===== src/common/swc_map.svh =====
// Register offsets, field positions, reset values and timing counts of the sleep and wake controller.
// Assumes a Wishbone slave with 32-bit data and byte addresses, and a 20 MHz oscillator.
// How it works
// - Sleep only on the power-down instruction
// - Entry clears watchdog, keeps it running
// - Entry clears power-down flag, sets timeout flag
// - Sleep stops main oscillator, timer one untouched
// - Ports hold their drive state in sleep
// - Watchdog reset never drives master clear
// - Master clear resets; watchdog, interrupt continue
// - Power-down set at power-up; watchdog wake clears timeout
// - Only the listed sources can wake
// - Next instruction is prefetched during sleep
// - Wake needs source enable, ignores global enable
// - Global enable picks inline or vector 0004h
// - Any wake clears the watchdog
// - Pending enabled interrupt with global enable clear makes sleep a no-op
// - Interrupt during sleep instruction wakes at once
// - Crystal modes wait 1024 periods before resuming
`ifndef SWC_MAP_SVH
`define SWC_MAP_SVH

// Register byte offsets
`define SWC_OFF_CTRL 8'h00
`define SWC_OFF_STATUS 8'h04
`define SWC_OFF_CHANGE_MASK 8'h08
`define SWC_OFF_CORE_IRQ 8'h0c
`define SWC_OFF_PIE_ONE 8'h10
`define SWC_OFF_PIE_TWO 8'h14
`define SWC_OFF_PIR_ONE 8'h18
`define SWC_OFF_PIR_TWO 8'h1c
`define SWC_OFF_EVT 8'h20
`define SWC_OFF_EVT_MASK 8'h24

// Control register fields
`define SWC_CTRL_WDT_EN 0
`define SWC_CTRL_OSC_LO 1
`define SWC_CTRL_OSC_HI 3
`define SWC_CTRL_T1_ASYNC 4
`define SWC_CTRL_RX_SLAVE 5
`define SWC_CTRL_AD_RC 6
`define SWC_CTRL_SSP_SLAVE 7

// Status fields
`define SWC_ST_PD 0
`define SWC_ST_TO 1
`define SWC_ST_SLEEP 2

// Core interrupt control fields
`define SWC_CI_GIE 7
`define SWC_CI_PERIPHERAL_IRQ_GATE 6
`define SWC_CI_EXT_PIN_IRQ_ENABLE 4
`define SWC_CI_PORTB_CHANGE_ENABLE 3
`define SWC_CI_EXT_PIN_IRQ_FLAG 1
`define SWC_CI_PORTB_CHANGE_FLAG 0

// Peripheral bits used for wake
`define SWC_P1_AD 6
`define SWC_P1_RC 5
`define SWC_P1_SSP 3
`define SWC_P1_CAPTURE_UNIT_ONE 2
`define SWC_P1_TIMER_ONE 0

// Event bits
`define SWC_EV_ENTER 0
`define SWC_EV_WAKE_IRQ 1
`define SWC_EV_WAKE_WDT 2
`define SWC_EV_NOP 3

// Reset values
`define SWC_RST_CTRL 8'h01
`define SWC_RST_REG 8'h00

// Timing
`define SWC_OST_PERIODS 1024
`define SWC_DUMMY_CYCLES 2
`define SWC_VECTOR 13'h0004

`endif


===== src/common/swc_pkg.sv =====
// Types of the sleep and wake controller.
// Assumes the map header is compiled alongside.
package swc_pkg;
  typedef enum logic [4:0] {
    SWC_RUN = 5'h01,
    SWC_SLEEP = 5'h02,
    SWC_OST = 5'h04,
    SWC_DUMMY = 5'h08,
    SWC_RESUME = 5'h10
  } swc_state_e;
  typedef enum logic [2:0] {
    SWC_OSC_LP = 3'h0,
    SWC_OSC_XT = 3'h1,
    SWC_OSC_HS = 3'h2,
    SWC_OSC_EC = 3'h3,
    SWC_OSC_RC = 3'h4
  } swc_osc_e;
endpackage : swc_pkg


===== src/verilog/swc_sleep_wake_control.sv =====
// Sleep entry and wake control: watchdog clear, status flags, oscillator gate, port hold, resume path.
// Assumes a classic Wishbone master on the same clock, and core strobes synchronous to sys_clk_in.
`timescale 1ns/100ps
`include "swc_map.svh"
module swc_sleep_wake_control (
  // Clock and reset
  input wire logic sys_clk_in,
  input wire logic reset_n_in,
  // Wishbone slave
  input wire logic wb_cyc_in,
  input wire logic wb_stb_in,
  input wire logic wb_we_in,
  input wire logic [7:0] wb_adr_in,
  input wire logic [3:0] wb_sel_in,
  input wire logic [31:0] wb_dat_in,
  output logic [31:0] wb_dat_out,
  output logic wb_ack_out,
  // Core instruction flow
  input wire logic sleep_instr_in,
  input wire logic [12:0] pc_in,
  output logic core_hold_out,
  output logic prefetch_out,
  output logic [12:0] prefetch_addr_out,
  output logic resume_out,
  output logic vector_out,
  output logic [12:0] vector_addr_out,
  output logic dummy_cycle_out,
  // Watchdog
  input wire logic wdt_timeout_in,
  output logic wdt_clear_out,
  output logic wdt_reset_out,
  // Pins
  input wire logic master_clear_pin_in,
  input wire logic ext_pin_in,
  input wire logic [7:0] portb_in,
  // Peripheral interrupt requests
  input wire logic timer_one_irq_in,
  input wire logic rx_irq_in,
  input wire logic ad_irq_in,
  input wire logic capture_unit_one_irq_in,
  input wire logic capture_unit_two_irq_in,
  input wire logic sync_serial_port_irq_in,
  // Oscillator and ports
  output logic main_osc_enable_out,
  output logic timer_one_osc_enable_out,
  output logic port_hold_out,
  output logic device_reset_out,
  output logic irq_out
);

  localparam int OST_CYC = `SWC_OST_PERIODS;

  swc_pkg::swc_state_e state;
  logic [10:0] ost_cnt;
  logic [1:0] dmy_cnt;
  logic [7:0] ctrl, change_mask, core_irq, pie_one, pie_two, pir_one, pir_two, evt, evt_mask;
  logic pd_flag, to_flag, vec_pending;
  logic [2:0] master_clear_pin_s, ext_s;
  logic [7:0] pb_s1, pb_s2, pb_last;
  logic wb_hit, wb_wr, wake_src, enter_ok, enter_nop, osc_crystal;
  logic [7:0] ev_set;

  // Clear-on-one with set winning
  function automatic logic [7:0] w1c(input logic [7:0] cur, input logic [7:0] set, input logic [7:0] clr);
    w1c = (cur & ~clr) | set;
  endfunction : w1c

  // Synchronisers; first stage read only by second
  always_ff @(posedge sys_clk_in or negedge reset_n_in) begin
    if (!reset_n_in) begin
      master_clear_pin_s <= 3'h7;
      ext_s <= 3'h0;
      pb_s1 <= 8'h00;
      pb_s2 <= 8'h00;
      pb_last <= 8'h00;
    end else begin
      master_clear_pin_s <= {master_clear_pin_s[1:0], master_clear_pin_in};
      ext_s <= {ext_s[1:0], ext_pin_in};
      pb_s1 <= portb_in;
      pb_s2 <= pb_s1;
      pb_last <= pb_s2;
    end
  end

  wire master_clear_pin_low = !master_clear_pin_s[1];
  wire ext_rise = ext_s[1] & !ext_s[2];
  wire pb_change = |((pb_s2 ^ pb_last) & change_mask);

  // Wake sources gated by their enables, global enable ignored
  always_comb begin
    wake_src = (core_irq[`SWC_CI_EXT_PIN_IRQ_ENABLE] & core_irq[`SWC_CI_EXT_PIN_IRQ_FLAG])
      | (core_irq[`SWC_CI_PORTB_CHANGE_ENABLE] & core_irq[`SWC_CI_PORTB_CHANGE_FLAG])
      | (ctrl[`SWC_CTRL_T1_ASYNC] & pie_one[`SWC_P1_TIMER_ONE] & pir_one[`SWC_P1_TIMER_ONE])
      | (ctrl[`SWC_CTRL_RX_SLAVE] & pie_one[`SWC_P1_RC] & pir_one[`SWC_P1_RC])
      | (ctrl[`SWC_CTRL_AD_RC] & pie_one[`SWC_P1_AD] & pir_one[`SWC_P1_AD])
      | (pie_one[`SWC_P1_CAPTURE_UNIT_ONE] & pir_one[`SWC_P1_CAPTURE_UNIT_ONE])
      | (pie_two[0] & pir_two[0])
      | (ctrl[`SWC_CTRL_SSP_SLAVE] & pie_one[`SWC_P1_SSP] & pir_one[`SWC_P1_SSP]);
  end

  assign enter_nop = (state == swc_pkg::SWC_RUN) & sleep_instr_in & wake_src & !core_irq[`SWC_CI_GIE];
  assign enter_ok = (state == swc_pkg::SWC_RUN) & sleep_instr_in & !enter_nop;
  assign osc_crystal = (ctrl[`SWC_CTRL_OSC_HI:`SWC_CTRL_OSC_LO] == swc_pkg::SWC_OSC_LP)
    | (ctrl[`SWC_CTRL_OSC_HI:`SWC_CTRL_OSC_LO] == swc_pkg::SWC_OSC_XT)
    | (ctrl[`SWC_CTRL_OSC_HI:`SWC_CTRL_OSC_LO] == swc_pkg::SWC_OSC_HS);
  wire wdt_wake = (state == swc_pkg::SWC_SLEEP) & wdt_timeout_in & ctrl[`SWC_CTRL_WDT_EN];
  wire irq_wake = (state == swc_pkg::SWC_SLEEP) & wake_src & !wdt_wake;
  wire waking = wdt_wake | irq_wake;
  wire next_from_wake = osc_crystal ? 1'b1 : 1'b0;

  // Sleep sequencer
  always_ff @(posedge sys_clk_in or negedge reset_n_in) begin
    if (!reset_n_in) begin
      state <= swc_pkg::SWC_RUN;
      ost_cnt <= 11'h000;
      dmy_cnt <= 2'h0;
      vec_pending <= 1'b0;
    end else if (master_clear_pin_low) begin
      state <= swc_pkg::SWC_RUN;
      vec_pending <= 1'b0;
    end else begin
      case (state)
        swc_pkg::SWC_RUN: begin
          if (enter_ok) state <= swc_pkg::SWC_SLEEP;
        end
        swc_pkg::SWC_SLEEP: begin
          if (waking) begin
            vec_pending <= irq_wake & core_irq[`SWC_CI_GIE];
            ost_cnt <= 11'h000;
            state <= next_from_wake ? swc_pkg::SWC_OST : swc_pkg::SWC_RESUME;
          end
        end
        swc_pkg::SWC_OST: begin
          ost_cnt <= ost_cnt + 11'h001;
          if (ost_cnt == 11'(OST_CYC - 1)) state <= swc_pkg::SWC_RESUME;
        end
        swc_pkg::SWC_RESUME: begin
          dmy_cnt <= 2'h0;
          state <= vec_pending ? swc_pkg::SWC_DUMMY : swc_pkg::SWC_RUN;
        end
        swc_pkg::SWC_DUMMY: begin
          dmy_cnt <= dmy_cnt + 2'h1;
          if (dmy_cnt == 2'(`SWC_DUMMY_CYCLES - 1)) begin
            state <= swc_pkg::SWC_RUN;
            vec_pending <= 1'b0;
          end
        end
        default: state <= swc_pkg::SWC_RUN;
      endcase
    end
  end

  // Power-down and timeout flags
  always_ff @(posedge sys_clk_in or negedge reset_n_in) begin
    if (!reset_n_in) begin
      pd_flag <= 1'b1;
      to_flag <= 1'b1;
    end else if (master_clear_pin_low) begin
      pd_flag <= 1'b1;
      to_flag <= 1'b1;
    end else if (enter_ok) begin
      pd_flag <= 1'b0;
      to_flag <= 1'b1;
    end else if (wdt_wake) begin
      to_flag <= 1'b0;
    end
  end

  // Core and watchdog strobes
  always_ff @(posedge sys_clk_in or negedge reset_n_in) begin
    if (!reset_n_in) begin
      wdt_clear_out <= 1'b0;
      wdt_reset_out <= 1'b0;
      prefetch_out <= 1'b0;
      prefetch_addr_out <= 13'h0000;
      resume_out <= 1'b0;
      vector_out <= 1'b0;
      vector_addr_out <= 13'h0000;
      dummy_cycle_out <= 1'b0;
      device_reset_out <= 1'b0;
    end else begin
      wdt_clear_out <= (enter_ok & ctrl[`SWC_CTRL_WDT_EN]) | waking;
      wdt_reset_out <= (state == swc_pkg::SWC_RUN) & wdt_timeout_in & ctrl[`SWC_CTRL_WDT_EN];
      prefetch_out <= enter_ok;
      if (enter_ok) prefetch_addr_out <= pc_in + 13'h0001;
      resume_out <= (state == swc_pkg::SWC_RESUME);
      vector_out <= (state == swc_pkg::SWC_DUMMY) && (dmy_cnt == 2'(`SWC_DUMMY_CYCLES - 1));
      vector_addr_out <= `SWC_VECTOR;
      dummy_cycle_out <= (state == swc_pkg::SWC_DUMMY);
      device_reset_out <= master_clear_pin_low;
    end
  end

  wire sleeping = (state == swc_pkg::SWC_SLEEP);
  assign core_hold_out = (state != swc_pkg::SWC_RUN);
  assign main_osc_enable_out = !sleeping;
  assign timer_one_osc_enable_out = 1'b1;
  assign port_hold_out = sleeping;

  // Bus decode
  assign wb_hit = wb_cyc_in & wb_stb_in & !wb_ack_out;
  assign wb_wr = wb_hit & wb_we_in & wb_sel_in[0];
  always_comb begin
    ev_set = 8'h00;
    ev_set[`SWC_EV_ENTER] = enter_ok;
    ev_set[`SWC_EV_WAKE_IRQ] = irq_wake;
    ev_set[`SWC_EV_WAKE_WDT] = wdt_wake;
    ev_set[`SWC_EV_NOP] = enter_nop;
  end

  // Software registers, hardware sets win over clears
  always_ff @(posedge sys_clk_in or negedge reset_n_in) begin
    if (!reset_n_in) begin
      ctrl <= `SWC_RST_CTRL;
      change_mask <= `SWC_RST_REG;
      core_irq <= `SWC_RST_REG;
      pie_one <= `SWC_RST_REG;
      pie_two <= `SWC_RST_REG;
      pir_one <= `SWC_RST_REG;
      pir_two <= `SWC_RST_REG;
      evt <= `SWC_RST_REG;
      evt_mask <= `SWC_RST_REG;
    end else begin
      if (wb_wr && wb_adr_in == `SWC_OFF_CTRL) ctrl <= wb_dat_in[7:0];
      if (wb_wr && wb_adr_in == `SWC_OFF_CHANGE_MASK) change_mask <= wb_dat_in[7:0];
      if (wb_wr && wb_adr_in == `SWC_OFF_PIE_ONE) pie_one <= wb_dat_in[7:0];
      if (wb_wr && wb_adr_in == `SWC_OFF_PIE_TWO) pie_two <= {7'h00, wb_dat_in[0]};
      if (wb_wr && wb_adr_in == `SWC_OFF_EVT_MASK) evt_mask <= wb_dat_in[7:0];
      core_irq <= (wb_wr && wb_adr_in == `SWC_OFF_CORE_IRQ) ? wb_dat_in[7:0] : core_irq;
      core_irq[`SWC_CI_EXT_PIN_IRQ_FLAG] <= ext_rise
        | ((wb_wr && wb_adr_in == `SWC_OFF_CORE_IRQ) ? wb_dat_in[`SWC_CI_EXT_PIN_IRQ_FLAG] : core_irq[`SWC_CI_EXT_PIN_IRQ_FLAG]);
      core_irq[`SWC_CI_PORTB_CHANGE_FLAG] <= pb_change
        | ((wb_wr && wb_adr_in == `SWC_OFF_CORE_IRQ) ? wb_dat_in[`SWC_CI_PORTB_CHANGE_FLAG] : core_irq[`SWC_CI_PORTB_CHANGE_FLAG]);
      pir_one <= w1c(pir_one,
        {1'b0, ad_irq_in, rx_irq_in, 1'b0, sync_serial_port_irq_in, capture_unit_one_irq_in, 1'b0, timer_one_irq_in},
        (wb_wr && wb_adr_in == `SWC_OFF_PIR_ONE) ? wb_dat_in[7:0] : 8'h00);
      pir_two <= w1c(pir_two, {7'h00, capture_unit_two_irq_in},
        (wb_wr && wb_adr_in == `SWC_OFF_PIR_TWO) ? wb_dat_in[7:0] : 8'h00);
      evt <= w1c(evt, ev_set, (wb_wr && wb_adr_in == `SWC_OFF_EVT) ? wb_dat_in[7:0] : 8'h00);
    end
  end

  // Read data and one-cycle ack
  always_ff @(posedge sys_clk_in or negedge reset_n_in) begin
    if (!reset_n_in) begin
      wb_ack_out <= 1'b0;
      wb_dat_out <= 32'h00000000;
    end else begin
      wb_ack_out <= wb_hit;
      if (wb_hit) begin
        case (wb_adr_in)
          `SWC_OFF_CTRL: wb_dat_out <= {24'h000000, ctrl};
          `SWC_OFF_STATUS: wb_dat_out <= {29'h00000000, sleeping, to_flag, pd_flag};
          `SWC_OFF_CHANGE_MASK: wb_dat_out <= {24'h000000, change_mask};
          `SWC_OFF_CORE_IRQ: wb_dat_out <= {24'h000000, core_irq};
          `SWC_OFF_PIE_ONE: wb_dat_out <= {24'h000000, pie_one};
          `SWC_OFF_PIE_TWO: wb_dat_out <= {24'h000000, pie_two};
          `SWC_OFF_PIR_ONE: wb_dat_out <= {24'h000000, pir_one};
          `SWC_OFF_PIR_TWO: wb_dat_out <= {24'h000000, pir_two};
          `SWC_OFF_EVT: wb_dat_out <= {24'h000000, evt};
          `SWC_OFF_EVT_MASK: wb_dat_out <= {24'h000000, evt_mask};
          default: wb_dat_out <= 32'h00000000;
        endcase
      end
    end
  end

  assign irq_out = |(evt & evt_mask);

  // Cycles spent in the start-up delay, counted for the length check
  logic [10:0] ost_len;
  always_ff @(posedge sys_clk_in or negedge reset_n_in) begin
    if (!reset_n_in) begin
      ost_len <= 11'h000;
    end else if (state == swc_pkg::SWC_OST) begin
      ost_len <= ost_len + 11'h001;
    end else begin
      ost_len <= 11'h000;
    end
  end

  // Checks on sleep entry
  a_enter_flags: assert property (@(posedge sys_clk_in) disable iff (!reset_n_in)
    enter_ok && !master_clear_pin_low |=> !pd_flag && to_flag)
    else $error("sleep entry flags wrong");
  a_sleep_cause: assert property (@(posedge sys_clk_in) disable iff (!reset_n_in)
    $rose(state == swc_pkg::SWC_SLEEP) |-> $past(sleep_instr_in))
    else $error("sleep without instruction");
  a_pd_cause: assert property (@(posedge sys_clk_in) disable iff (!reset_n_in)
    $fell(pd_flag) |-> $past(sleep_instr_in))
    else $error("power-down flag cleared without instruction");
  a_wdt_entry: assert property (@(posedge sys_clk_in) disable iff (!reset_n_in)
    enter_ok && ctrl[`SWC_CTRL_WDT_EN] |=> wdt_clear_out)
    else $error("watchdog not cleared on entry");
  a_prefetch_pc: assert property (@(posedge sys_clk_in) disable iff (!reset_n_in)
    enter_ok |=> prefetch_out && prefetch_addr_out == $past(pc_in) + 13'h0001)
    else $error("prefetch");
  a_nop_flags: assert property (@(posedge sys_clk_in) disable iff (!reset_n_in)
    enter_nop && !master_clear_pin_low |=> state == swc_pkg::SWC_RUN && $stable(pd_flag))
    else $error("no-op sleep");

  // Checks while asleep
  a_osc_off: assert property (@(posedge sys_clk_in) disable iff (!reset_n_in)
    sleeping |-> !main_osc_enable_out && timer_one_osc_enable_out && port_hold_out)
    else $error("osc gate");
  a_port_hold: assert property (@(posedge sys_clk_in) disable iff (!reset_n_in)
    $rose(port_hold_out) |-> $past(enter_ok))
    else $error("port hold outside sleep entry");
  a_stay_asleep: assert property (@(posedge sys_clk_in) disable iff (!reset_n_in)
    sleeping && !waking && !master_clear_pin_low |=> sleeping)
    else $error("woke without a source");
  a_wake_any_gie: assert property (@(posedge sys_clk_in) disable iff (!reset_n_in)
    sleeping && wake_src && !master_clear_pin_low |=> !sleeping)
    else $error("enabled source did not wake");

  // Checks on wake-up
  a_wake_clear: assert property (@(posedge sys_clk_in) disable iff (!reset_n_in)
    waking && !master_clear_pin_low |=> wdt_clear_out)
    else $error("watchdog not cleared on wake");
  a_irq_flags: assert property (@(posedge sys_clk_in) disable iff (!reset_n_in)
    irq_wake && !master_clear_pin_low |=> !pd_flag && to_flag)
    else $error("flags changed on interrupt wake");
  a_wdt_wake_to: assert property (@(posedge sys_clk_in) disable iff (!reset_n_in)
    wdt_wake && !master_clear_pin_low |=> !to_flag)
    else $error("timeout flag not cleared");
  a_vec_choice: assert property (@(posedge sys_clk_in) disable iff (!reset_n_in)
    irq_wake && !master_clear_pin_low |=> vec_pending == $past(core_irq[`SWC_CI_GIE]))
    else $error("resume path does not follow global enable");
  a_vector_dummy: assert property (@(posedge sys_clk_in) disable iff (!reset_n_in)
    vector_out |-> $past(dummy_cycle_out) && vector_addr_out == 13'h0004)
    else $error("vector path");

  // Checks on the start-up delay
  a_ost_length: assert property (@(posedge sys_clk_in) disable iff (!reset_n_in)
    $fell(state == swc_pkg::SWC_OST) && state == swc_pkg::SWC_RESUME |-> ost_len == 11'(`SWC_OST_PERIODS))
    else $error("ost length");
  a_ost_bound: assert property (@(posedge sys_clk_in) disable iff (!reset_n_in)
    state == swc_pkg::SWC_OST |-> ost_len < 11'(`SWC_OST_PERIODS))
    else $error("ost overrun");
  a_no_ost: assert property (@(posedge sys_clk_in) disable iff (!reset_n_in)
    waking && !osc_crystal && !master_clear_pin_low |=> state == swc_pkg::SWC_RESUME)
    else $error("delay in ec or rc");

  // Checks on master clear
  a_master_clear_pin_run: assert property (@(posedge sys_clk_in) disable iff (!reset_n_in)
    master_clear_pin_low |=> state == swc_pkg::SWC_RUN && pd_flag && to_flag)
    else $error("master clear did not reset");
  a_dev_reset_cause: assert property (@(posedge sys_clk_in) disable iff (!reset_n_in)
    $rose(device_reset_out) |-> $past(master_clear_pin_low))
    else $error("device reset without master clear");

  // Main scenarios reached
  c_irq_wake: cover property (@(posedge sys_clk_in) disable iff (!reset_n_in)
    irq_wake);
  c_wdt_wake: cover property (@(posedge sys_clk_in) disable iff (!reset_n_in)
    wdt_wake);
  c_nop_sleep: cover property (@(posedge sys_clk_in) disable iff (!reset_n_in)
    enter_nop);
  c_vector: cover property (@(posedge sys_clk_in) disable iff (!reset_n_in)
    vector_out);
  c_ost_done: cover property (@(posedge sys_clk_in) disable iff (!reset_n_in)
    $fell(state == swc_pkg::SWC_OST));

endmodule : swc_sleep_wake_control


===== config.mk =====
export PLATFORM = sky130hd
export DESIGN_NAME = swc_sleep_wake_control
export DESIGN_NICKNAME = d
export VERILOG_FILES = /design/src/common/swc_pkg.sv /design/src/verilog/swc_sleep_wake_control.sv
export VERILOG_INCLUDE_DIRS = /design/src /design/src/common
export SDC_FILE = /design/constraint.sdc
export NUM_CORES = 1
export LEC_CHECK = 0
export BUFFER_PORTS_ARGS = -buffer_cell sky130_fd_sc_hd__buf_4
export CAP_MARGIN = 30
export CORE_MARGIN = 1
export CORE_UTILIZATION = 45
export DETAILED_ROUTE_END_ITERATION = 10
export PLACE_DENSITY = 0.7
export SYNTH_ARGS = -nofsm -noshare
export SYNTH_HDL_FRONTEND = slang
export SYNTH_SLANG_ARGS = --single-unit

===== constraint.sdc =====
create_clock -name sys_clk_in -period 2 [get_ports sys_clk_in]
set_clock_uncertainty 0.1 [all_clocks]
set_input_delay 0.1 -clock sys_clk_in [delete_from_list [all_inputs] [get_ports sys_clk_in]]
set_output_delay 0.1 -clock sys_clk_in [all_outputs]
set_load 0.01 [all_outputs]

== Yosys cells after proc, flatten, opt, wreduce, memory -nomap -nowiden ==
Index checks and enable logic that the tools add are counted.

* Bits in registers: 169
* Bits of input ports: 80
* Output and inout bits: 71
* Logic and storage cells: 170

* Add/subtract/negate cells: 3
* Equal/unequal tests: 27
* Multiplexer cells: 27
* Bitwise logic cells: 54
* Reductions and logical operators: 27

{| class="wikitable"
|+ Operators by type and width
! kind !! number
|-
| $pmux 8 s10 || 1
|-
| $and 8x8->8 || 5
|-
| $eq 8x5->1 const B || 4
|-
| $mux 5 || 6
|-
| $and 1x1->1 || 29
|-
| $pmux 5 s5 || 1
|-
| $mux 8 || 3
|-
| $not 8->8 || 3
|-
| $pmux 11 s2 || 1
|-
| $eq 8x4->1 const B || 2
|-
| $eq 8x6->1 const B || 2
|-
| $reduce_or 8->1 || 2
|-
| $add 13x1->13 const B || 1
|-
| $or 1x1->1 || 13
|-
| $ne 3x3->1 const B || 4
|-
| $add 11x1->11 const B || 1
|-
| $eq 11x10->1 const B || 1
|-
| $mux 1 || 11
|-
| $mux 11 || 1
|-
| $logic_and 1x1->1 || 10
|-
| $eq 8x3->1 const B || 1
|-
| $logic_not 8->1 || 1
|-
| $or 8x1->8 || 1
|-
| $or 8x4->8 || 1
|-
| 24 further kinds || 33
|}

== Depth between registers and ports, before layout ==
Gate-level depths: netlist (run 1).

* Depth in word-level cells: 15
* Mapped depth: 7
* Gate-level depth less buffers: 6

== Worst setup path after synthesis (run 1) ==
OpenSTA, ideal clock, no wires.

* Path kind: reg-to-reg
* From: register core_irq[4]
* To: register prefetch_addr_out[10]
* Setup time: 0.127 ns
* Data arrival time: 1.651 ns
* Required time: 1.773 ns
* Setup slack: 0.121 ns
* Stages on the path, launching flop included: 8
* Path buffers: 1
* Clock period less this slack: 1.879 ns
* Cell sequence: dfrtp_1 -> a22oi_2 -> nand2_1 -> nor3_4 -> o211ai_2 -> inv_4 -> buf_6 -> mux2_1

* Longest elaborated chain between the ends: 12

{| class="wikitable"
|+ RTL lines
! element !! RTL line !! RTL
|-
| start: declaration || swc_sleep_wake_control.sv:56 || <nowiki>logic [7:0] ctrl, change_mask, core_irq, pie_one, pie_two, pir_one, pir_two, evt, evt_mask;</nowiki>
|-
| start signal: assignment || swc_sleep_wake_control.sv:216 || <nowiki>core_irq <= `SWC_RST_REG;</nowiki>
|-
| start signal: assignment || swc_sleep_wake_control.sv:229 || <nowiki>core_irq <= (wb_wr && wb_adr_in == `SWC_OFF_CORE_IRQ) ? wb_dat_in[7:0] : core_irq;</nowiki>
|-
| start signal: indexed assignment || swc_sleep_wake_control.sv:230 || <nowiki>core_irq[`SWC_CI_EXT_PIN_IRQ_FLAG] <= ext_rise</nowiki>
|-
| $and 1x1->1 || swc_sleep_wake_control.sv:91 || <nowiki>wake_src = (core_irq[`SWC_CI_EXT_PIN_IRQ_ENABLE] & core_irq[`SWC_CI_EXT_PIN_IRQ_FLAG])</nowiki>
|-
| $or 1x1->1 (7 in series) || swc_sleep_wake_control.sv:91 ||
|-
| $and 1x1->1 (2 in series) || swc_sleep_wake_control.sv:101 || <nowiki>assign enter_nop = (state == swc_pkg::SWC_RUN) & sleep_instr_in & wake_src & !core_irq[`SWC_CI_GIE];</nowiki>
|-
| $logic_not 1->1 || swc_sleep_wake_control.sv:102 || <nowiki>assign enter_ok = (state == swc_pkg::SWC_RUN) & sleep_instr_in & !enter_nop;</nowiki>
|-
| $and 1x1->1 || swc_sleep_wake_control.sv:102 ||
|-
| net enter_ok || swc_sleep_wake_control.sv:60 || <nowiki>logic wb_hit, wb_wr, wake_src, enter_ok, enter_nop, osc_crystal;</nowiki>
|-
| end signal: assignment || swc_sleep_wake_control.sv:185 || <nowiki>if (enter_ok) prefetch_addr_out <= pc_in + 13'h0001;</nowiki>
|-
| end: declaration || swc_sleep_wake_control.sv:23 || <nowiki>output logic [12:0] prefetch_addr_out,</nowiki>
|}

The timed path passes the listed nets, and every way through them passes these cells.
A chain may end at the register's enable or synchronous reset.

== Worst setup path after layout (run 1) ==
* From: register state[2]
* To: output port main_osc_enable_out

* Longest elaborated chain between the ends: 2

{| class="wikitable"
|+ RTL lines
! element !! RTL line !! RTL
|-
| start: declaration || swc_sleep_wake_control.sv:53 || <nowiki>swc_pkg::swc_state_e state;</nowiki>
|-
| start signal: assignment || swc_sleep_wake_control.sv:114 || <nowiki>state <= swc_pkg::SWC_RUN;</nowiki>
|-
| start signal: assignment || swc_sleep_wake_control.sv:119 || <nowiki>state <= swc_pkg::SWC_RUN;</nowiki>
|-
| start signal: assignment || swc_sleep_wake_control.sv:124 || <nowiki>if (enter_ok) state <= swc_pkg::SWC_SLEEP;</nowiki>
|-
| $eq 5x2->1 || swc_sleep_wake_control.sv:194 || <nowiki>wire sleeping = (state == swc_pkg::SWC_SLEEP);</nowiki>
|-
| $logic_not 1->1 || swc_sleep_wake_control.sv:196 || <nowiki>assign main_osc_enable_out = !sleeping;</nowiki>
|-
| end: declaration || swc_sleep_wake_control.sv:44 || <nowiki>output logic main_osc_enable_out,</nowiki>
|}

Every way passes these cells.

==> impl_metrics.csv, run 1 <==
group,metric,value,unit
outcome,outcome,"completed",
hold_path,worstHoldPathType,"input port to flip-flop",
clocking,numCtsBuffers,17,
clocking,cts_tree,"built",
sta,maxSlewHeadroom,0.651,
sta,worst_pin_slew,0.524,ns
routing,drc,0,
global_routing,grt_pass1_wl,27900,µm
power_and_ir_drop,clock_power_share,0.411,
setup_path,worst_setup_path_start_kind,"flip-flop",
yosys,yosysMostFrequentCell,"dfrtp_1",
place,place_hpwl,12600,µm
cells_and_area,fill_cells,1305,
floorplanning,core.rowCount,45,
power_and_ir_drop,p_int,5.34,mW
sta,maxSlewViolCount,0,
cells_and_area,regArea,3640,µm²
setup_path,path_cells,"nor2_1, nand3_1, buf_4",
routing,ant_nets,0,
sta,min_period,1.89,ns
floorplanning,start_util,0.463,
sta,fin_crit_sh,0.947,
yosys,synth_area,7100,µm²
setup_path,worstPathMaxFanout,8,
yosys,ys_top_cells_by_area,"dfrtp_1, mux2_4, mux2_1, buf_4, xor2_1",
routing,wl_per_cell,17.5,µm
yosys,syn-instance-count,593,
global_routing,gr-total-overflow,0,
cells_and_area,fin_nets,834,
floorplanning,die_w,128,µm
yosys,synth_top_flop_cell,"dfrtp_1",
place,port-buffer-count,86,
floorplanning,die-area,16300,µm²
routing,via_count,5170,
yosys,synth_top_cell_area_share,0.490,
cells_and_area,syn2layout_area_growth,26.8,%
global_routing,antenna_found_initial,0,
yosys,synth_seq_cells,145,
routing,drt_wl_total,17000,µm
sta,grt_setup_unrepaired,"false",
power_and_ir_drop,powerDensity,801,nW/µm²
clocking,clk_latency,0.42,ns
routing,firstDrtPassIters,4,
power_and_ir_drop,ir_worst_vdd,591,µV
global_routing,grt_max_degree,54,
power_and_ir_drop,p_seq_frac,0.449,
routing,vias_per_cell,5.31,
cells_and_area,fin_util,0.587,
sta,setup_ws,0.106,ns
global_routing,grt_use_total,0.226,
sta,setup_tns,0,ns
clocking,root_buffer,"clkbuf_16",
sta,holdWs,0.0182,ns
setup_path,cp.arrival,1.69,ns
yosys,synth-edff-count,0,
cells_and_area,layout-drive-gt1-share,0.279,
cells_and_area,top_regs,"prefetch_addr_out: 13 flops, ost_cnt: 11 flops",
setup_path,worst_setup_path_end_kind,"output pin",
yosys,yosysTopAreaCell,"dfrtp_1",
clocking,clockBufferDepth,2,
clocking,clock-sinks,145,
routing,drt-initial-drc-count,269,
setup_path,crit_path_max_incr_delay,0.43,ns
cells_and_area,largest_register_ffs,13,
clocking,clk_pin_slew,0.06,ns
sta,hold_violations,0,
cells_and_area,multi_input_area,3160,µm²
power_and_ir_drop,power.leakage,4.13,nW
yosys,ys_types,69,
power_and_ir_drop,p_sw,1.86,mW
power_and_ir_drop,switching_share,0.258,
yosys,ys_warn_count,0,
sta,setup_viol,0,
yosys,ys_top_cells_by_count,"dfrtp_1, buf_4, nand2_1, mux2_4, nor2_1",
clocking,cts_max_level,4,
global_routing,grt_pass1_vias,5246,
cells_and_area,n_antenna_cell,0,
yosys,seq_area_frac_synth,0.512,
setup_path,critPathRequiredTime,1.80,ns
setup_path,cp_slowest_cell,"dfrtp_1",
job,maxCapViolations,0,
floorplanning,die-height,128,µm
place,place.gp.congestion,0.937,
setup_path,worstSetupPathType,"flip-flop to output pin",
sta,timing.fmax,528,MHz
place,place_ws,0.0645,ns
yosys,synth.avg_cell_area,12.0,µm²
floorplanning,core,15300,µm²
place,place_area,8040,µm²
cells_and_area,final_cell_area,8990,µm²
power_and_ir_drop,pwr-share-comb,0.140,
cells_and_area,regMostFlops,"prefetch_addr_out",
yosys,synthArstFlopShare,1.00,
floorplanning,num_io_pins,151,
==> kinds of logic (layout without fill, tap and decap cells) <==
group,count (synthesis),in the layout,synth area share
other,2,38,0.00106
DFF,145,145,0.512
AOI/OAI and AO/OA,106,106,0.107
adders and majority gates,3,3,0.00529
and+or+nand+nor,168,168,0.149
muxes,73,73,0.129
buffers and inverters,68,202,0.0615
xor gates and xnor gates,28,28,0.0346
==> worst max-delay path: cells and delay by family (launching register included) <==
| family | cells | cell delay, ns |
|---|---|---|
| buffers and inverters | 1 | 0.28 |
| flip-flops | 1 | 0.43 |
| AND/OR/NAND/NOR | 2 | 0.55 |
==> timing repair <==
action / CTS / global route
endpoints found under the setup margin: 0 / 11
hold endpoints to repair: 232 / 0
gates resized for setup: 0 / 2
setup buffers: 0 / 0
hold buffers: 40 / 0
==> layer usage <==
metal  wire length [µm]  up-vias  global-route usage
li1                   -     2380                   -
met1               7780     2566               0.305
met2               8010      194               0.359
met3                812       30              0.0406
met4                435        0              0.0983
met5                  0        -                   0
==> per-stage QoR <==
step           std cells  power (mW)
2_1_floorplan        629        3.76
3_5_place_dp         903        4.24
6_report             974        7.20
4_1_cts              974        7.26
3_3_place_gp         903        4.20
5_1_grt              974        7.51
==> worst paths after layout <==
| check | from | endpoint | slack (ns) | cells after the start |
|---|---|---|---|---|
| max | state[2] | main_osc_enable_out | 0.11 | 3 |
| min | wdt_timeout_in | wdt_reset_out | 0.02 | 3 |
| max reg2reg | pie_one[2] | prefetch_addr_out[9] | 0.14 | 6 |
| min reg2reg | pb_s1[0] | pb_s2[0] | 0.25 | 0 |
| max in group asynchronous | reset_n_in | pd_flag | 1.05 | 3 |
| min in group asynchronous | reset_n_in | pb_s2[4] | 0.09 | 2 |
==> layout make-up <==
type	count	area share
clock buffers	19	0.0492
repair buffers	158	0.148
multi-input cells	416	0.351
inverters	13	0.00598
flip-flops and latches	145	0.404
well taps	211	0.0294
clock inverters	12	0.0122
==> cell usage in the layout, fill, tap and decap left out, drive strengths merged, types with 5 or more instances in the layout <==
master / Yosys / layout
o21ai: 23 / 23
nor3: 15 / 15
nand3b: 5 / 5
clkinv: 0 / 6
nand2: 36 / 36
dfrtp: 139 / 139
dfstp: 6 / 6
and2: 5 / 5
a21boi: 15 / 15
nand4: 13 / 13
a21o: 12 / 12
nand3: 24 / 24
or3: 6 / 6
nor4: 6 / 6
a21oi: 11 / 11
buf: 53 / 118
dlygate4sd3: 0 / 40
mux2: 57 / 57
clkbuf: 2 / 19
xor2: 20 / 20
nor2: 37 / 37
mux2i: 16 / 16
a221oi: 5 / 5
conb: 2 / 38
a22oi: 11 / 11
xnor2: 8 / 8
inv: 13 / 14
==> power groups by stage <==
stage / clock, mW / combinational, mW / sequential (mW)
3_3_place_gp: 0 / 0.930 / 3.27
3_5_place_dp: 0 / 0.954 / 3.28
4_1_cts: 3.01 / 1.02 / 3.23
2_1_floorplan: 0 / 0.454 / 3.31
5_1_grt: 3.15 / 1.10 / 3.26
6_report: 2.96 / 1.01 / 3.24
Note: power is estimated with default switching activity, not from simulation.
==> run 2, diff against run 1 <==
==> constraint.sdc (replaced) <==
create_clock -name sys_clk_in -period 2.4 [get_ports sys_clk_in]
set_clock_uncertainty 0.1 [all_clocks]
set_input_delay 0.12 -clock sys_clk_in [delete_from_list [all_inputs] [get_ports sys_clk_in]]
set_output_delay 0.12 -clock sys_clk_in [all_outputs]
set_load 0.01 [all_outputs]
==> impl_metrics.csv, run 2 (synthesis gave the netlist of run 1 again) <==
group,metric,value,unit
routing,wl_met2,8010,µm
clocking,cts_setup_buffers,0,
floorplanning,start_util,0.463,
hold_path,hold_end,"prefetch_addr_out[6]",
cells_and_area,n_antenna_cell,0,
clocking,root_buffer,"clkbuf_16",
global_routing,grt_pass1_vias,5047,
global_routing,grt_max_degree,66,
hold_path,min_path_cells,3,
setup_path,worstSetupPathType,"flip-flop to flip-flop",
routing,drt-initial-drc-count,305,
sta,maxSlewHeadroom,0.618,
routing,drt_wl_total,16800,µm
setup_path,worstPathMaxFanout,10,
cells_and_area,top_regs,"prefetch_addr_out: 13 flops, ost_cnt: 11 flops",
power_and_ir_drop,powerDensity,687,nW/µm²
clocking,numCtsBuffers,17,
routing,highest_layer,"met4",
routing,drc,0,
clocking,clk_pin_slew,0.06,ns
sta,hold_violations,0,
sta,timing.fmax,438,MHz
place,place.gp.congestion,0.912,
hold_path,hp-start,"pc_in[6]",
routing,wl_per_cell,17.5,µm
cells_and_area,fin_util,0.582,
floorplanning,num_io_pins,151,
hold_path,worstHoldPathType,"input port to flip-flop",
setup_path,rr_worst_depth,7,
cells_and_area,fill_cells,1261,
place,place_area,7860,µm²
setup_path,critPathRequiredTime,2.61,ns
floorplanning,die-area,16300,µm²
global_routing,grt_pass1_wl,27200,µm
setup_path,r2r_end,"pir_one[5]",
job,maxCapViolations,0,
clocking,cts_max_level,4,
sta,maxSlewViolCount,0,
routing,ant_nets,0,
cells_and_area,syn2layout_area_growth,25.6,%
place,port-buffer-count,86,
setup_path,cp.arrival,2.49,ns
global_routing,antenna_found_initial,0,
routing,vias_per_cell,5.34,
floorplanning,die_w,128,µm
clocking,clockBufferDepth,2,
setup_path,reg2reg_slack,0.11,ns
cells_and_area,final_common_cell,"dfrtp_1",
power_and_ir_drop,ir_worst_vdd,462,µV
clocking,clk_latency,0.43,ns
routing,drt-met1-wl,7590,µm
sta,setup_viol,0,
routing,met3WireLength,948,µm
cells_and_area,final_cell_mix,"dfrtp_1, buf_4, dlygate4sd3_1",
sta,grt_setup_unrepaired,"false",
cells_and_area,final_cell_area,8910,µm²
routing,via_count,5127,
place,place_hpwl,11800,µm
sta,setup_tns,0,ns
setup_path,r2r_start,"wb_ack_out",
floorplanning,core,15300,µm²
cells_and_area,layout-drive-gt1-share,0.259,
setup_path,worst_setup_path_start_kind,"flip-flop",
routing,firstDrtPassIters,5,
power_and_ir_drop,power.leakage,4.05,nW
setup_path,worst_setup_path_end_kind,"flip-flop",
sta,fin_crit_sh,0.952,
cells_and_area,regMostFlops,"prefetch_addr_out",
global_routing,gr-total-overflow,0,
sta,min_period,2.29,ns
sta,worst_pin_slew,0.573,ns
outcome,outcome,"completed",
clocking,clock-sinks,145,
cells_and_area,fin_nets,820,
floorplanning,core.rowCount,45,
cells_and_area,largest_register_ffs,13,
clocking,cts_tree,"built",
floorplanning,die-height,128,µm
global_routing,grt_use_total,0.223,
[run 2: metal layers]
layer  vias up  global-route usage
li1       2356                   -
met1      2563               0.300
met2       185               0.354
met3        23              0.0473
met4         0              0.0837
met5         -                   0
[run 2: worst max-delay path by stage]
stage / startpoint / end / slack (ns) / depth (start not counted)
CTS: wb_ack_out / pir_one[5] / 0.08 / 7
global placement: wb_adr_in[4] / pie_one[3] / 0.40 / 5
global route: wb_ack_out / pir_one[2] / 0.01 / 7
floorplan: core_irq[4] / prefetch_addr_out[10] / 0.52 / 7
detailed placement: pie_one[2] / prefetch_addr_out[1] / 0.35 / 6
finish: wb_ack_out / pir_one[5] / 0.11 / 7
[run 2: stage by stage]
step | instances | hold WS, ns | power (mW) | worst slack, ns
floorplan | 629 | -0.276 | 3.13 | 0.521
global placement | 883 | 0.0453 | 3.47 | 0.396
detailed placement | 883 | 0.0492 | 3.50 | 0.347
CTS | 961 | 0.000487 | 6.18 | 0.0783
global route | 961 | 0.0230 | 6.38 | 0.0129
finish | 961 | 0.0187 | 6.12 | 0.114
[run 2: power breakdown]
group          internal (mW)  switching [mW]  total, mW  leakage [nW]
registers               2.60          0.0947       2.69          1.80
logic                  0.390           0.432      0.822          1.98
clock network           1.49            1.12       2.60         0.276
total                   4.48            1.64       6.12          4.05
[run 2: final cells by class]
type                    instances  area (µm²)  area share
repair buffers                144        1210       0.136
inverters                      13        53.8     0.00604
clock buffers                  18         439      0.0493
flip-flops and latches        145        3640       0.408
multi-input cells             416        3160       0.354
well taps                     211         264      0.0296
clock inverters                14         146      0.0164
[run 2: worst max-delay path: stages, from the launching register on]
cell	delay, ns
dfrtp_1	0.38
nand3b_4	0.23
inv_4	0.13
nand4_4	0.19
nor2_4	0.29
nand2_1	0.12
a21o_1	0.18
dlygate4sd3_1	0.54
[run 2: repair_timing]
| item | 4_1_cts | 5_1_grt |
|---|---|---|
| endpoints found under the setup margin | 0 | 4 |
| endpoints found under the hold margin | 151 | 0 |
| gates resized for setup | 0 | 1 |
| hold buffers | 46 | 0 |
==> run 3, diff against run 2 <==
--- a/config.mk
+++ b/config.mk
@@ -8,10 +8,12 @@
 export LEC_CHECK = 0
 export BUFFER_PORTS_ARGS = -buffer_cell sky130_fd_sc_hd__buf_4
 export CAP_MARGIN = 30
+export CELL_PAD_IN_SITES_DETAIL_PLACEMENT = 1
+export CELL_PAD_IN_SITES_GLOBAL_PLACEMENT = 1
 export CORE_MARGIN = 1
 export CORE_UTILIZATION = 45
 export DETAILED_ROUTE_END_ITERATION = 10
-export PLACE_DENSITY = 0.7
+export PLACE_DENSITY = 0.85
 export SYNTH_ARGS = -nofsm -noshare
 export SYNTH_HDL_FRONTEND = slang
 export SYNTH_SLANG_ARGS = --single-unit
==> impl_metrics.csv, run 3 (synthesis gave the netlist of run 1 again) <==
group,metric,value,unit
routing,via_count,5485,
global_routing,grt_max_degree,64,
routing,vias_per_cell,5.68,
setup_path,worst_setup_path_start_kind,"flip-flop",
power_and_ir_drop,power.leakage,4.11,nW
setup_path,worst_setup_path_end_kind,"flip-flop",
setup_path,startpoint,"wb_ack_out",
cells_and_area,fill_cells,1581,
sta,holdWs,0.0251,ns
routing,firstDrtPassIters,5,
place,place_ws,0.292,ns
cells_and_area,regMostFlops,"prefetch_addr_out",
sta,timing.fmax,428,MHz
floorplanning,num_io_pins,151,
power_and_ir_drop,powerDensity,718,nW/µm²
global_routing,grt_pass1_vias,5910,
place,port-buffer-count,86,
place,place.gp.congestion,0.915,
setup_path,worstSetupPathType,"flip-flop to flip-flop",
floorplanning,die-height,128,µm
hold_path,hp-start,"wdt_timeout_in",
sta,maxSlewHeadroom,0.613,
routing,drt_wl_total,21300,µm
routing,drt-initial-drc-count,403,
sta,setup_ws,0.0641,ns
sta,maxSlewViolCount,0,
routing,ant_nets,0,
place,place_hpwl,13600,µm
cells_and_area,final_common_cell,"dfrtp_1",
cells_and_area,syn2layout_area_growth,26.9,%
global_routing,antenna_found_initial,0,
sta,setup_viol,0,
setup_path,r2r_start,"wb_ack_out",
sta,fin_crit_sh,0.973,
floorplanning,core.rowCount,45,
clocking,numCtsBuffers,17,
clocking,clk_latency,0.43,ns
clocking,cts_tree,"built",
global_routing,gr-total-overflow,0,
clocking,clk_pin_slew,0.06,ns
floorplanning,die_w,128,µm
cells_and_area,top_regs,"prefetch_addr_out: 13 flops, ost_cnt: 11 flops",
setup_path,worstPathMaxFanout,10,
clocking,root_buffer,"clkbuf_16",
cells_and_area,n_antenna_cell,0,
cells_and_area,fin_util,0.588,
power_and_ir_drop,ir_worst_vdd,474,µV
routing,wl_per_cell,22.1,µm
setup_path,critPathRequiredTime,2.61,ns
global_routing,grt_pass1_wl,33200,µm
global_routing,grt_use_total,0.273,
clocking,clock-sinks,145,
sta,min_period,2.34,ns
setup_path,cp.arrival,2.54,ns
outcome,outcome,"completed",
routing,drc,0,
floorplanning,die-area,16300,µm²
job,maxCapViolations,0,
cells_and_area,largest_register_ffs,13,
cells_and_area,fin_nets,824,
floorplanning,core,15300,µm²
sta,worst_pin_slew,0.581,ns
sta,hold_violations,0,
hold_path,worstHoldPathType,"input port to flip-flop",
clocking,clockBufferDepth,2,
cells_and_area,final_cell_mix,"dfrtp_1, buf_4, dlygate4sd3_1",
cells_and_area,layout-drive-gt1-share,0.265,
floorplanning,start_util,0.463,
clocking,cts_max_level,4,
## run 3: cell types whose count changed in the layout (fill, tap and decap cells not counted), sizes merged
cell         change
dlygate4sd3      -2
inv              -5
bufinv           +3
clkbuf           +2
buf              +6
clkinvlp         -1
clkinv           +1
## run 3: power by group
| group | leakage, nW | internal [mW] | switching, mW |
|---|---|---|---|
| Combinational | 2.00 | 0.387 | 0.464 |
| Sequential | 1.80 | 2.60 | 0.108 |
| Clock | 0.309 | 1.83 | 1.08 |
| Total | 4.11 | 4.81 | 1.65 |
## run 3: final cells by class
class,instances,area [µm²],area share
clock inverter,12,179,0.0199
inverter,13,53.8,0.00597
clock buffer,20,467,0.0518
tap,211,264,0.0293
multi-input combinational,416,3160,0.351
sequential,145,3640,0.404
timing repair buffer,148,1250,0.139
## run 3: timing repair
action / CTS / global route
hold buffers: 42 / 2
gates resized for setup: 0 / 1
buffers inserted: 0 / 5
endpoints found under the setup margin: 0 / 6
endpoints found under the hold margin: 145 / 1
## run 3: worst paths after layout
| kind | end | slack [ns] | depth (start not counted) |
|---|---|---|---|
| worst max-delay path | pir_one[5] | 0.06 | 8 |
| worst min-delay path | wdt_reset_out | 0.03 | 3 |
| worst max register to register | pir_one[5] | 0.06 | 8 |
| worst min register to register | pb_s2[7] | 0.25 | 0 |
| max in group asynchronous | evt_mask[7] | 1.41 | 3 |
| min in group asynchronous | pb_s2[0] | 0.13 | 2 |
## run 3: routing by layer
metal | vias up | share of wire | wire length (µm) | GRT usage
met1 | 2840 | 0.40 | 8490 | 0.334
met5 | - | 0 | 0 | 0
met3 | 54 | 0.055 | 1180 | 0.0549
li1 | 2361 | - | - | -
met2 | 230 | 0.52 | 11000 | 0.470
met4 | 0 | 0.030 | 637 | 0.119
## run 3: per-stage QoR
stage / instance area, µm² / power [mW] / cells / setup TNS (ns)
detailed placement: 7870 / 3.53 / 884 / 0
floorplan: 7230 / 3.13 / 629 / 0
CTS: 8930 / 6.47 / 958 / 0
finish: 9010 / 6.46 / 965 / 0
global route: 9010 / 6.67 / 965 / -0.0173
global placement: 7870 / 3.48 / 884 / 0
## run 3: critical path, cell delays in order, from the launching register on
cell and delay (ns):
dfrtp_1 0.38, nand3b_4 0.24, inv_4 0.16, nand4_4 0.20, nor2_4 0.21, buf_4 0.17
nand2_1 0.05, a21o_1 0.17, dlygate4sd3_1 0.54
